<file path="src/grpd_pkg.sv">
// Package for the reset-time pin default block: constants and carriers
`default_nettype none
package grpd_pkg;
    // Pin indices within a port
    localparam int PA_UART_RX   = 0;
    localparam int PA_UART_TX   = 1;
    localparam int PA_SYNC_CLK  = 2;
    localparam int PA_SYNC_FSS  = 3;
    localparam int PA_SYNC_RX   = 4;
    localparam int PA_SYNC_TX   = 5;
    localparam int PB_LINE_ONE  = 1;
    localparam int PB_TW_CLOCK  = 2;
    localparam int PB_TW_DATA   = 3;
    localparam int PD_LINE_SEVEN = 7;
    localparam int PF_LINE_ZERO  = 0;
    // Reset values of the alternate function select bits
    localparam logic [7:0] ALT_SEL_A_RESET = 8'h3f;
    localparam logic [7:0] ALT_SEL_B_RESET = 8'h0c;
    localparam logic [7:0] ALT_SEL_D_RESET = 8'h00;
    localparam logic [7:0] ALT_SEL_F_RESET = 8'h00;
    localparam logic [7:0] DEN_RESET     = 8'h00;
    // Function code fields
    localparam int         FCODE_W       = 4;
    localparam logic [3:0] FCODE_RESET   = 4'h3;
    localparam logic [3:0] FCODE_CAN_RX  = 4'h3;
    localparam logic [3:0] FCODE_NONE    = 4'h0;

    // One port's software view
    typedef struct packed {
        logic [7:0] alt_sel;
        logic [7:0] dig_en;
        logic [7:0] dir_out;
        logic [7:0] data_out;
    } grpd_port_cfg_t;

    // Pin drive towards the board
    typedef struct packed {
        logic [7:0] out;
        logic [7:0] oe;
    } grpd_pin_drv_t;
endpackage
`default_nettype wire

</file>
<file path="src/grpd_gpio.sv">
// Pin block with its faulty reset defaults on ports A, B, D and F
`timescale 1ns/100ps
`default_nettype none
// How it works
// - Reset sets alt select on A5:0, B3:2
// - Alt defaults drive UART tx/fss high, sync clock/tx low
// - Two-wire clock holds level one osc clock
// - D7 and F0 function codes reset 0x3
// - Code 0x3 on F0 feeds CAN receive
// - High on D7/F0 in reset function: NMI
// - B1 may stay high after warm reset
module grpd_gpio (
    input  wire logic                    clk_i,
    input  wire logic                    rst_b_i,
    input  wire logic                    por_i,
    input  wire logic                    osc_tick_i,
    input  wire logic                    two_wire_mode_i,
    input  wire logic                    two_wire_clk_out_i,
    input  wire logic                    wr_en_i,
    input  wire logic [1:0]              wr_port_i,
    input  wire grpd_pkg::grpd_port_cfg_t wr_cfg_i,
    input  wire logic                    commit_d7_i,
    input  wire logic                    commit_f0_i,
    input  wire logic                    fcode_wr_i,
    input  wire logic [3:0]              fcode_d7_i,
    input  wire logic [3:0]              fcode_f0_i,
    input  wire logic [7:0]              pin_d_i,
    input  wire logic [7:0]              pin_f_i,
    output grpd_pkg::grpd_pin_drv_t      drv_a_o,
    output grpd_pkg::grpd_pin_drv_t      drv_b_o,
    output grpd_pkg::grpd_pin_drv_t      drv_d_o,
    output grpd_pkg::grpd_pin_drv_t      drv_f_o,
    output logic [7:0]                   alt_a_o,
    output logic [7:0]                   alt_b_o,
    output logic [7:0]                   alt_d_o,
    output logic [7:0]                   alt_f_o,
    output logic [3:0]                   fcode_d7_o,
    output logic [3:0]                   fcode_f0_o,
    output logic                         can_receive_line_o,
    output logic                         nmi_o
);
    grpd_pkg::grpd_port_cfg_t cfg_a, cfg_b, cfg_d, cfg_f;
    grpd_pkg::grpd_port_cfg_t next_a, next_b, next_d, next_f;
    logic [3:0] fc_d7, fc_f0, next_fc_d7, next_fc_f0;
    logic       armed, next_armed, ret_lvl, next_ret_lvl;
    logic       ret_b1, next_ret_b1, b1_stuck, next_b1_stuck;
    logic       warm, next_warm, pon, hold_drv, b1_drv;
    logic [7:0] sd, sf;

    // Board inputs pass the three-stage synchroniser
    grpd_sync3 #(.W(8)) u_sync_d (
        .clk_i   (clk_i),
        .rst_b_i (rst_b_i),
        .d_i     (pin_d_i),
        .q_o     (sd)
    );
    grpd_sync3 #(.W(8)) u_sync_f (
        .clk_i   (clk_i),
        .rst_b_i (rst_b_i),
        .d_i     (pin_f_i),
        .q_o     (sf)
    );

    // Software writes; protected bits need their commit enable
    always_comb begin
        next_a = cfg_a;
        next_b = cfg_b;
        next_d = cfg_d;
        next_f = cfg_f;
        next_fc_d7 = fc_d7;
        next_fc_f0 = fc_f0;
        if (wr_en_i) begin
            unique case (wr_port_i)
                2'h0: next_a = wr_cfg_i;
                2'h1: next_b = wr_cfg_i;
                2'h2: begin
                    next_d = wr_cfg_i;
                    if (!commit_d7_i) begin
                        next_d.alt_sel[grpd_pkg::PD_LINE_SEVEN] =
                            cfg_d.alt_sel[grpd_pkg::PD_LINE_SEVEN];
                    end
                end
                2'h3: begin
                    next_f = wr_cfg_i;
                    if (!commit_f0_i) begin
                        next_f.alt_sel[grpd_pkg::PF_LINE_ZERO] =
                            cfg_f.alt_sel[grpd_pkg::PF_LINE_ZERO];
                    end
                end
            endcase
        end
        if (fcode_wr_i && commit_d7_i) begin
            next_fc_d7 = fcode_d7_i;
        end
        if (fcode_wr_i && commit_f0_i) begin
            next_fc_f0 = fcode_f0_i;
        end
    end

    // Configuration state; every reset forces the faulty defaults
    always_ff @(posedge clk_i or negedge rst_b_i) begin
        if (!rst_b_i) begin
            cfg_a <= {grpd_pkg::ALT_SEL_A_RESET, grpd_pkg::DEN_RESET,
                      8'h00, 8'h00};
            cfg_b <= {grpd_pkg::ALT_SEL_B_RESET, grpd_pkg::DEN_RESET,
                      8'h00, 8'h00};
            cfg_d <= {grpd_pkg::ALT_SEL_D_RESET, grpd_pkg::DEN_RESET,
                      8'h00, 8'h00};
            cfg_f <= {grpd_pkg::ALT_SEL_F_RESET, grpd_pkg::DEN_RESET,
                      8'h00, 8'h00};
            fc_d7 <= grpd_pkg::FCODE_RESET;
            fc_f0 <= grpd_pkg::FCODE_RESET;
        end else begin
            cfg_a <= next_a;
            cfg_b <= next_b;
            cfg_d <= next_d;
            cfg_f <= next_f;
            fc_d7 <= next_fc_d7;
            fc_f0 <= next_fc_f0;
        end
    end

    // Power-on reset in progress wipes the retained state
    assign pon = por_i && !warm;
    // Drive through reset comes from state that reset does not clear
    assign hold_drv = !pon && !warm && armed;
    assign b1_drv   = !pon && (b1_stuck || (!warm && ret_b1));

    // Retained state tracks the pins while running; in reset the levels freeze, b1_stuck loads ret_b1 and armed clears on an osc tick.
    // A reset shorter than one osc clock ends the hold at its release.
    always_comb begin
        next_warm     = 1'b1;
        next_armed    = armed;
        next_ret_lvl  = ret_lvl;
        next_ret_b1   = ret_b1;
        next_b1_stuck = b1_stuck;
        if (pon) begin
            next_armed    = 1'b0;
            next_ret_lvl  = 1'b0;
            next_ret_b1   = 1'b0;
            next_b1_stuck = 1'b0;
        end else if (!warm) begin
            if (osc_tick_i) begin
                next_armed = 1'b0;
            end
            next_b1_stuck = ret_b1;
        end else begin
            next_armed   = two_wire_mode_i &&
                           cfg_b.alt_sel[grpd_pkg::PB_TW_CLOCK];
            next_ret_lvl = two_wire_clk_out_i;
            next_ret_b1  = drv_b_o.oe[grpd_pkg::PB_LINE_ONE] &&
                           drv_b_o.out[grpd_pkg::PB_LINE_ONE];
            if (wr_en_i && wr_port_i == 2'h1 &&
                wr_cfg_i.dir_out[grpd_pkg::PB_LINE_ONE]) begin
                next_b1_stuck = 1'b0;
            end
        end
    end

    // Retained state: no reset, so a warm reset cannot erase it
    always_ff @(posedge clk_i) begin
        armed    <= next_armed;
        ret_lvl  <= next_ret_lvl;
        ret_b1   <= next_ret_b1;
        b1_stuck <= next_b1_stuck;
    end

    // Running flag: drops at once when any reset asserts
    always_ff @(posedge clk_i or negedge rst_b_i) begin
        if (!rst_b_i) begin
            warm <= 1'b0;
        end else begin
            warm <= next_warm;
        end
    end

    // Pin drive: alternate defaults, plain GPIO otherwise
    always_comb begin
        drv_a_o.out = cfg_a.data_out;
        drv_a_o.oe  = cfg_a.dir_out & cfg_a.dig_en & ~cfg_a.alt_sel;
        drv_b_o.out = cfg_b.data_out;
        drv_b_o.oe  = cfg_b.dir_out & cfg_b.dig_en & ~cfg_b.alt_sel;
        drv_d_o.out = cfg_d.data_out;
        drv_d_o.oe  = cfg_d.dir_out & cfg_d.dig_en & ~cfg_d.alt_sel;
        drv_f_o.out = cfg_f.data_out;
        drv_f_o.oe  = cfg_f.dir_out & cfg_f.dig_en & ~cfg_f.alt_sel;
        if (cfg_a.alt_sel[grpd_pkg::PA_UART_TX]) begin
            drv_a_o.out[grpd_pkg::PA_UART_TX] = 1'b1;
            drv_a_o.oe[grpd_pkg::PA_UART_TX]  = 1'b1;
        end
        if (cfg_a.alt_sel[grpd_pkg::PA_SYNC_FSS]) begin
            drv_a_o.out[grpd_pkg::PA_SYNC_FSS] = 1'b1;
            drv_a_o.oe[grpd_pkg::PA_SYNC_FSS]  = 1'b1;
        end
        if (cfg_a.alt_sel[grpd_pkg::PA_SYNC_CLK]) begin
            drv_a_o.out[grpd_pkg::PA_SYNC_CLK] = 1'b0;
            drv_a_o.oe[grpd_pkg::PA_SYNC_CLK]  = 1'b1;
        end
        if (cfg_a.alt_sel[grpd_pkg::PA_SYNC_TX]) begin
            drv_a_o.out[grpd_pkg::PA_SYNC_TX] = 1'b0;
            drv_a_o.oe[grpd_pkg::PA_SYNC_TX]  = 1'b1;
        end
        if (hold_drv) begin
            drv_b_o.out[grpd_pkg::PB_TW_CLOCK] = ret_lvl;
            drv_b_o.oe[grpd_pkg::PB_TW_CLOCK]  = 1'b1;
        end
        if (b1_drv) begin
            drv_b_o.out[grpd_pkg::PB_LINE_ONE] = 1'b1;
            drv_b_o.oe[grpd_pkg::PB_LINE_ONE]  = 1'b1;
        end
    end

    // Status, CAN routing and NMI from reset-function pins
    always_comb begin
        alt_a_o    = cfg_a.alt_sel;
        alt_b_o    = cfg_b.alt_sel;
        alt_d_o    = cfg_d.alt_sel;
        alt_f_o    = cfg_f.alt_sel;
        fcode_d7_o = fc_d7;
        fcode_f0_o = fc_f0;
        can_receive_line_o = (fc_f0 == grpd_pkg::FCODE_CAN_RX) &&
                             sf[grpd_pkg::PF_LINE_ZERO];
        nmi_o = ((fc_d7 == grpd_pkg::FCODE_RESET) &&
                 sd[grpd_pkg::PD_LINE_SEVEN]) ||
                ((fc_f0 == grpd_pkg::FCODE_RESET) &&
                 sf[grpd_pkg::PF_LINE_ZERO]);
    end
endmodule
`default_nettype wire

</file>
<file path="src/grpd_sync3.sv">
// Three-stage pin synchroniser with agreement filter
`timescale 1ns/100ps
`default_nettype none
module grpd_sync3 #(
    parameter int W = 8
) (
    input  wire logic         clk_i,
    input  wire logic         rst_b_i,
    input  wire logic [W-1:0] d_i,
    output logic      [W-1:0] q_o
);
    logic [W-1:0] s1;
    logic [W-1:0] s2;
    logic [W-1:0] s3;
    logic [W-1:0] next_q;

    // Accept a change once stages two and three agree
    always_comb begin
        next_q = q_o;
        for (int i = 0; i < W; i++) begin
            if (s2[i] == s3[i]) begin
                next_q[i] = s3[i];
            end
        end
    end

    // Register the stages
    always_ff @(posedge clk_i or negedge rst_b_i) begin
        if (!rst_b_i) begin
            s1  <= '0;
            s2  <= '0;
            s3  <= '0;
            q_o <= '0;
        end else begin
            s1  <= d_i;
            s2  <= s1;
            s3  <= s2;
            q_o <= next_q;
        end
    end
endmodule
`default_nettype wire

</file>
<file path="config.mk">
export PLATFORM = sky130hd
export DESIGN_NAME = grpd_gpio
export DESIGN_NICKNAME = d
export VERILOG_FILES = /design/src/grpd_pkg.sv /design/src/grpd_gpio.sv /design/src/grpd_sync3.sv
export SDC_FILE = /design/constraint.sdc
export NUM_CORES = 1
export LEC_CHECK = 0
export BUFFER_PORTS_ARGS = -buffer_cell sky130_fd_sc_hd__buf_2
export CAP_MARGIN = 20
export CORE_MARGIN = 2
export CORE_UTILIZATION = 55
export DETAILED_ROUTE_END_ITERATION = 10
export GPL_TIMING_DRIVEN = 0
export PLACE_DENSITY_LB_ADDON = 0.05
export SYNTH_ARGS = -nofsm -noshare
export SYNTH_HDL_FRONTEND = slang
export SYNTH_HIERARCHICAL = 1
export SYNTH_SLANG_ARGS = --single-unit
</file>
<file path="constraint.sdc">
create_clock -name clk_i -period 1.3 [get_ports clk_i]
set_input_delay 0 -clock clk_i [delete_from_list [all_inputs] [get_ports clk_i]]
set_output_delay 0 -clock clk_i [all_outputs]
set_load 0.005 [all_outputs]
</file>
==> results by group, run 1 <==
Routing
  – Detailed-route via count: 4217
  – Routed wire per std cell: 16.8 µm
  – DRC: 0
  – DRT Wirelength: 14.2 mm
  – Iteration-0 DRC Markers: 197
  – 1st-pass router iterations: 4
  – Post-DR vias/cell: 5.00
  – Detail Route Antenna Nets: 0

Synthesis
  – Post-Syn Nets: 527
  – Synthesized area: 0.00625 mm²
  – Synthesized area per cell: 13.6 µm²
  – YS warnings: 6
  – Syn Inst Count: 459

STA
  – Setup TNS: -0.397 ns
  – Fin crit period: 1.43 ns
  – RSZ-0062 raised after global routing: yes
  – Final Hold Violating Endpoints: 0
  – Max Fclk: 698 MHz
  – Clock skew: 0.00484 ns
  – Final worst-path cycle share: 1.10
  – Final setup violation count: 4
  – Slew Viols, Final: 0
  – Final setup margin: -0.133 ns
  – Slew Limit Headroom: 0.588
  – Slew at the pin closest to its max-slew limit: 0.618 ns

Global route
  – Global-route wire length before repair: 23.2 mm
  – Grt ovf: 0
  – M3 GR Usage: 0.0571
  – Global route hottest layer: met2
  – Pin count of the biggest net entering global routing: 81
  – Total track usage: 0.247
  – Initial antenna violation count: 0
  – Met1 usage: 0.318
  – Vias in the first global route: 4515
  – Met2 Track Usage GR: 0.405

Setup path
  – Crit start category: flip-flop
  – R2r setup slk: 0.33 ns
  – Setup CP Type: reg -> out
  – R2R cell count: 3
  – Crit path largest cell delay: 0.42 ns
  – Crit end category: output pin
  – RR Startpoint: warm
  – Capturing point of the worst reg2reg path: ret_lvl
  – CP required: 1.30 ns
  – Delay-heaviest family, CP: flip-flops
  – Crit-path max FO: 2
  – Arrival time worst endpoint: 1.43 ns
  – CP Cell Sequence: nor2_4, nand2_2, mux2_2, buf_2
  – CP Buf/Inv Count: 1
  – Crit path max-delay cell type: dfrtp_2

Placement
  – Number of I/O port buffers: 159
  – DP HPWL: 9.53 mm
  – Gpl congestion: 0.804
  – Worst slack at placement: -0.123 ns

Pwr
  – Peak supply drop: 1.01 mV
  – Total leakage power: 4.13 nW
  – Tot Pwr: 0.0141 W
  – Pwr/cell area: 1670 mW/mm²

Cells and area
  – Nets@finish: 759
  – # diodes: 0
  – Area added between synthesis and finish: 35.6%
  – Reg area: 0.00372 mm²
  – Fillcell total: 695
  – Multi-input logic area: 0.00201 mm²
  – Layout cells sized above 1: 0.598
  – Most common cell after layout, fill and taps aside: buf_2
  – Commonest non-fill, non-tap cells in the layout: buf_2, mux2_2, dfrtp_1

Outcome
  – Status: finished with violations
  – Violated checks: negative setup slack

Worst hold path
  – Hold Crit Class: in -> reg
  – Hold path start: fcode_wr_i
  – WHS Endpoint: fcode_d7_o[0]
  – Hold depth: 3

Floorplanning
  – Starting density of the core: 0.569
  – Die area: 0.0122 mm²
  – Rows: 38
  – Die Wd: 111 µm
  – Die Y: 111 µm
  – # IOs: 174
  – Core area: 0.0110 mm²

CTS
  – Clk Latency, worst-skew pair: 0.42 ns
  – Longest Clk Path Bufs: 2
  – CTS tree: built
  – Clk slew on worst S/H paths: 0.06 ns
  – CTS Buf Count: 17
  – CTS H-tree depth: 4
  – CTS Sinks: 149
  – Clock Tree Root: clkbuf_16

Run
  – # Max-Cap Violations: 0
## layout make-up
class                   instances  area share
flip-flops and latches        149       0.440
multi-input cells             236       0.238
repair buffers                214       0.161
plain buffers                  70      0.0608
clock buffers                  24      0.0592
well taps                     140      0.0207
clock inverters                 8      0.0198
inverters                       3     0.00133
## per-stage QoR
stage	cell area [µm²]	utilization	instances	hold WS, ns
CTS	8450	0.769	842	0.0274
global route	8470	0.771	844	0.0577
finish	8470	0.771	844	0.0454
floorplan	6250	-	459	-0.296
global placement	7220	0.657	758	0.109
detailed placement	7250	0.660	759	0.0226
## sequential cells by signal, indices dropped and copies added, names as in the netlist, 6 cells and up
register,cells
cfg_a,20
cfg_b,18
cfg_d,16
cfg_f,16
alt_a_o,8
alt_b_o,8
alt_d_o,8
alt_f_o,8
drv_d_o,8
drv_f_o,8
drv_b_o,6
## timing repair
| item | in CTS | in global routing |
|---|---|---|
| setup endpoints to repair | 6 | 6 |
| buffers inserted | 4 | 2 |
| resized for setup | 6 | 2 |
| hold endpoints to repair | 204 | 0 |
| pin swaps | 2 | 1 |
| hold buffers | 48 | 0 |
## worst max path at each step
stage,from,depth (start not counted),slack [ns],to
after floorplan,warm,4,0.28,drv_b_o[10]
after global placement,rst_b_i,1,-1.69,drv_f_o[12]
after detailed placement,wr_port_i[1],4,-0.12,cfg_a[21]
after CTS,warm,4,-0.13,drv_b_o[10]
after global routing,warm,4,-0.19,drv_b_o[10]
final,warm,4,-0.13,drv_b_o[10]
## report_power, final
| group | leakage (nW) | switching, W | internal (W) | total [W] |
|---|---|---|---|---|
| clock | 0.326 | 0.00180 | 0.00366 | 0.00545 |
| sequential | 1.73 | 0.000487 | 0.00551 | 0.00600 |
| combinational | 2.07 | 0.000970 | 0.00169 | 0.00266 |
## worst register-to-register path, cell delays in order, from the launching register on
cell      delay (ns)
dfrtp_2         0.42
buf_4           0.17
nand2b_1        0.13
o21ai_0         0.16
## metal layers
| metal | routed length, µm | part of all wire | vias up |
|---|---|---|---|
| met5 | 0 | 0 | - |
| met4 | 301 | 0.021 | 0 |
| met3 | 738 | 0.052 | 25 |
| met2 | 6990 | 0.49 | 147 |
| met1 | 6180 | 0.43 | 2083 |
| li1 | - | - | 1962 |
(Power assumes the default switching activity.)
==> run 2, diff against run 1 <==
--- a/config.mk
+++ b/config.mk
@@ -7,7 +7,7 @@
 export LEC_CHECK = 0
 export BUFFER_PORTS_ARGS = -buffer_cell sky130_fd_sc_hd__buf_2
 export CAP_MARGIN = 20
-export CORE_MARGIN = 2
+export CORE_MARGIN = 8
 export CORE_UTILIZATION = 55
 export DETAILED_ROUTE_END_ITERATION = 10
 export GPL_TIMING_DRIVEN = 0
==> run 2 against run 1 <==
The run still ends with negative setup slack left; sequential share of layout area rose by 0.21 points; combinational power barely moved; power fell by 0.77%; fmax rose by 2.2%; non-clock buffer count fell by 2; hold slack got worse by 0.0042 ns; critical path type unchanged; global-route usage fell by 3.7 points; clock power fell by 2%; setup slack improved by 0.031 ns.
==> results by group, run 2 (synthesis gave the netlist of run 1 again) <==
Outcome
  – Status: finished with violations
  – Violated checks: negative setup slack

Setup path
  – Setup CP Type: reg -> out
  – CP required: 1.30 ns
  – Crit end category: output pin
  – Crit-path max FO: 2
  – Arrival time worst endpoint: 1.40 ns
  – Crit start category: flip-flop

Routing
  – Routed wire per std cell: 17.7 µm
  – Detailed-route via count: 4176
  – DRC: 0
  – DRT Wirelength: 15.0 mm
  – 1st-pass router iterations: 4
  – Post-DR vias/cell: 4.94
  – Detail Route Antenna Nets: 0
  – Iteration-0 DRC Markers: 200

CTS
  – CTS tree: built
  – Clk slew on worst S/H paths: 0.06 ns
  – CTS Buf Count: 17
  – CTS Sinks: 149
  – Clock Tree Root: clkbuf_16
  – Clk Latency, worst-skew pair: 0.42 ns
  – Longest Clk Path Bufs: 2
  – CTS H-tree depth: 4

Global route
  – Total track usage: 0.209
  – Global-route wire length before repair: 23.5 mm
  – Vias in the first global route: 4593
  – Grt ovf: 0
  – Pin count of the biggest net entering global routing: 75
  – Initial antenna violation count: 0

Placement
  – Number of I/O port buffers: 159
  – Gpl congestion: 0.766
  – Placed Instances: 762
  – DP HPWL: 10.3 mm
  – Area after DPL: 0.00726 mm²
  – Worst slack at placement: 0.00165 ns

Pwr
  – Net Sw Frac: 0.234
  – Total leakage power: 4.11 nW
  – Peak supply drop: 1.07 mV
  – Pwr/cell area: 1660 mW/mm²
  – NetSw: 0.00327 W
  – Clock power share: 0.381
  – Flop pwr share: 0.428
  – Comb power frac: 0.190
  – Int Pwr: 0.0107 W

STA
  – Fin crit period: 1.40 ns
  – RSZ-0062 raised after global routing: yes
  – Slew Viols, Final: 0
  – Max Fclk: 714 MHz
  – Final setup margin: -0.102 ns
  – Final setup violation count: 5
  – Slew at the pin closest to its max-slew limit: 0.652 ns
  – Clock skew: 0.00174 ns
  – Slew Limit Headroom: 0.566
  – Final Hold Violating Endpoints: 0
  – Final worst-path cycle share: 1.08

Cells and area
  – Top reg by flops: cfg_a
  – Post-route cell area: 0.00843 mm²
  – Largest register FFs: 20
  – Most common cell after layout, fill and taps aside: buf_2
  – Biggest regs: cfg_a (20), cfg_b (18)
  – Layout Cells excl Fill: 845
  – Commonest non-fill, non-tap cells in the layout: buf_2, mux2_2, dfrtp_1
  – Layout cells sized above 1: 0.598
  – Area added between synthesis and finish: 35.0%
  – # diodes: 0
  – Nets@finish: 757

Floorplanning
  – # IOs: 174
  – Starting density of the core: 0.554
  – Die Wd: 123 µm
  – Die Y: 123 µm
  – Core area: 0.0113 mm²
  – Rows: 39
  – Die area: 0.0150 mm²

Run
  – # Max-Cap Violations: 0

Worst hold path
  – Hold Crit Class: in -> reg
==> run 2: final cells by class <==
type | instances | area, µm²
fill | 763 | 2840
multi-input combinational | 236 | 2010
sequential | 149 | 3720
clock buffer | 22 | 474
buffer | 70 | 515
clock inverter | 10 | 175
inverter | 3 | 11.3
timing repair buffer | 212 | 1340
tap | 143 | 179
==> run 2: metal layers <==
metal | share of wire | up-vias | wire length (µm) | global-route usage
li1 | - | 1962 | - | -
met1 | 0.43 | 2075 | 6430 | 0.254
met2 | 0.50 | 122 | 7430 | 0.351
met3 | 0.058 | 17 | 873 | 0.0529
met4 | 0.016 | 0 | 238 | 0.0868
met5 | 0 | - | 0 | 0
==> run 2: repair_timing <==
item,CTS,global route
endpoints found under the hold margin,212,0
pin swaps,3,2
setup buffers,5,0
hold buffers,47,0
setup endpoints to repair,6,6
resized for setup,2,5
==> run 2: critical path, cell delays in order (launching register included) <==
cell,delay [ns]
dfrtp_2,0.42
nor2_4,0.10
nand2_2,0.07
mux2_2,0.27
buf_2,0.13
==> run 2: worst paths after layout <==
check,cells after the start,end,slack (ns),startpoint
setup / recovery,4,drv_b_o[10],-0.10,warm
hold / removal,3,fcode_d7_o[2],0.04,commit_d7_i
setup reg to reg,3,ret_lvl,0.32,warm
hold reg to reg,0,u_sync_d/s2[7],0.36,u_sync_d/s1[7]
max in group asynchronous,3,alt_a_o[3],0.28,rst_b_i
min in group asynchronous,2,u_sync_f/s3[0],0.20,rst_b_i
==> run 2: metrics by stage <==
step | util | hold slack, ns | TNS, ns | total power [W]
floorplan | - | -0.296 | 0 | 0.00748
global placement | 0.641 | 0.111 | -240.14 | 0.00850
detailed placement | 0.644 | 0.0547 | 0 | 0.00863
CTS | 0.746 | 0.0196 | -0.457 | 0.0141
global route | 0.748 | 0.0456 | -0.657 | 0.0147
finish | 0.748 | 0.0412 | -0.393 | 0.0140
==> run 2: power by group through the flow <==
stage / Combinational, W / Sequential, W / Clock, W
after floorplan: 0.00156 / 0.00592 / 0
after global placement: 0.00248 / 0.00602 / 0
after detailed placement: 0.00256 / 0.00607 / 0
after CTS: 0.00271 / 0.00600 / 0.00542
after global routing: 0.00293 / 0.00611 / 0.00563
final: 0.00267 / 0.00600 / 0.00533
==> run 3, diff against run 2 <==
--- a/config.mk
+++ b/config.mk
@@ -8,7 +8,7 @@
 export BUFFER_PORTS_ARGS = -buffer_cell sky130_fd_sc_hd__buf_2
 export CAP_MARGIN = 20
 export CORE_MARGIN = 8
-export CORE_UTILIZATION = 55
+export CORE_UTILIZATION = 59
 export DETAILED_ROUTE_END_ITERATION = 10
 export GPL_TIMING_DRIVEN = 0
 export PLACE_DENSITY_LB_ADDON = 0.05
==> constraint.sdc (replaced) <==
create_clock -name clk_i -period 1.7 [get_ports clk_i]
set_input_delay 0 -clock clk_i [delete_from_list [all_inputs] [get_ports clk_i]]
set_output_delay 0 -clock clk_i [all_outputs]
set_load 0.005 [all_outputs]
==> run 3 against run 2 <==
The run now ends clean; clock power fell by 27%; count of clock-buffer cells in the layout rose by 2; die area fell by 5.9%; sequential power fell by 23%; setup slack improved by 0.15 ns; clock skew rose by 0.0025 ns; final area rose by 0.82%; global-route usage rose by 2.7 points; combinational power fell by 21%; flip-flop and latch count did not move; critical path type unchanged; largest cell class unchanged; largest power group unchanged.
==> results by group, run 3 (synthesis gave the netlist of run 1 again) <==
Routing
  – Detail Route Antenna Nets: 0
  – Post-DR vias/cell: 5.15
  – Routed wire per std cell: 19.0 µm
  – DRT Wirelength: 16.1 mm
  – WL met1: 6.55 mm
  – Met2 routed WL: 8.51 mm
  – 1st-pass router iterations: 5
  – Detailed-route via count: 4375
  – Iteration-0 DRC Markers: 288
  – DRC: 0
  – Top layer in use: met4
  – WL met3: 765 µm

CTS
  – CTS H-tree depth: 4
  – Clk Latency, worst-skew pair: 0.51 ns
  – CTS Buf Count: 17
  – CTS Sinks: 149
  – Longest Clk Path Bufs: 2
  – CTS tree: built
  – Clk slew on worst S/H paths: 0.06 ns
  – Clock Tree Root: clkbuf_8

Cells and area
  – Commonest non-fill, non-tap cells in the layout: buf_2, mux2_2, dfrtp_1
  – Layout cells sized above 1: 0.576
  – # diodes: 0
  – Top reg by flops: cfg_a
  – Reg area: 0.00372 mm²
  – Area added between synthesis and finish: 36.1%
  – Largest register FFs: 20
  – Nets@finish: 768
  – Most common cell after layout, fill and taps aside: buf_2
  – Biggest regs: cfg_a (20), cfg_b (18)
  – Post-route cell area: 0.00850 mm²
  – Multi-input logic area: 0.00200 mm²
  – Fillcell total: 577

STA
  – Final Hold Violating Endpoints: 0
  – Final setup violation count: 0
  – Max Fclk: 607 MHz
  – Clock skew: 0.00420 ns
  – Final setup margin: 0.0522 ns
  – Slew Viols, Final: 0
  – Slew Limit Headroom: 0.650
  – Fin crit period: 1.65 ns
  – Slew at the pin closest to its max-slew limit: 0.524 ns
  – Final worst-path cycle share: 0.969

Global route
  – Initial antenna violation count: 0
  – Total track usage: 0.236
  – Pin count of the biggest net entering global routing: 92
  – Vias in the first global route: 5002
  – Grt ovf: 0
  – Global-route wire length before repair: 26.4 mm

Setup path
  – Crit path max-delay cell type: dfrtp_2
  – Stages on the worst setup path: 4
  – Crit start category: flip-flop
  – CP Cell Sequence: nor2_2, nand2_1, mux2_2, buf_2
  – Crit-path max FO: 7
  – Crit path largest cell delay: 0.46 ns
  – Arrival time worst endpoint: 1.65 ns
  – CP required: 1.70 ns
  – Setup CP Type: reg -> out
  – R2R cell count: 3
  – CP Buf/Inv Count: 1
  – Crit end category: output pin
  – Delay-heaviest family, CP: flip-flops

Pwr
  – Peak supply drop: 0.701 mV
  – Total leakage power: 4.13 nW
  – Pwr/cell area: 1250 mW/mm²

Worst hold path
  – Hold Crit Class: in -> async

Run
  – # Max-Cap Violations: 0

Placement
  – Area after DPL: 0.00725 mm²
  – Number of I/O port buffers: 159
  – Worst slack at placement: 0.344 ns
  – DP HPWL: 10.1 mm
  – Gpl congestion: 0.810

Floorplanning
  – # IOs: 174
  – Die Y: 119 µm
  – Starting density of the core: 0.605
  – Core area: 0.0103 mm²
  – Die Wd: 119 µm
  – Die area: 0.0141 mm²
  – Rows: 37

Outcome
  – Status: finished clean
## run 3: cell types whose count changed in the layout (fill, tap and decap cells not counted), sizes merged
| cell | previous run | this run |
|---|---|---|
| clkbuf | 22 | 24 |
| clkinv | 5 | 2 |
| dlygate4sd3 | 47 | 62 |
| bufinv | 5 | 4 |
| clkinvlp | 0 | 2 |
| buf | 235 | 231 |
## run 3: power breakdown
part           leakage [nW]  switching, W  internal, W
logic                  2.10      0.000793      0.00132
clock network         0.301       0.00138      0.00254
registers              1.73      0.000381      0.00421
## run 3: timing repair
action / in CTS / in global routing
setup buffers: 0 / 1
endpoints found under the hold margin: 278 / 0
gates resized for setup: 0 / 2
hold buffers: 62 / 0
endpoints found under the setup margin: 1 / 1
## run 3: routing by layer
layer | vias up | track usage
met5 | - | 0
met4 | 0 | 0.0814
met3 | 22 | 0.0576
li1 | 1982 | -
met2 | 155 | 0.419
met1 | 2216 | 0.274
## run 3: area by class of cell
cell class | instances | area share
plain buffers | 70 | 0.0606
clock buffers | 24 | 0.0565
clock inverters | 8 | 0.0171
inverters | 3 | 0.00132
multi-input cells | 236 | 0.235
flip-flops and latches | 149 | 0.438
well taps | 136 | 0.0200
repair buffers | 223 | 0.171
## run 3: final timing paths
| kind | to | slack, ns | startpoint |
|---|---|---|---|
| min in group clk_i | u_sync_d/s1[7] | 0.14 | pin_d_i[7] |
| max in group asynchronous | alt_a_o[5] | 0.82 | rst_b_i |
| worst min-delay path | u_sync_d/s2[7] | 0.03 | rst_b_i |
| worst max register to register | ret_lvl | 0.19 | warm |
| worst min register to register | u_sync_f/s2[0] | 0.35 | u_sync_f/s1[0] |
| worst max-delay path | drv_b_o[10] | 0.05 | warm |
## run 3: stage by stage
step	TNS, ns	util	cells	total power (W)	hold WS (ns)
after floorplan	0	-	459	0.00572	-0.296
after global placement	-172.98	0.699	754	0.00649	0.108
after detailed placement	0	0.702	755	0.00659	-0.0101
after CTS	0	0.822	848	0.0107	0.0212
after global routing	-0.0154	0.823	849	0.0111	0.0680
final	0	0.823	849	0.0106	0.0316
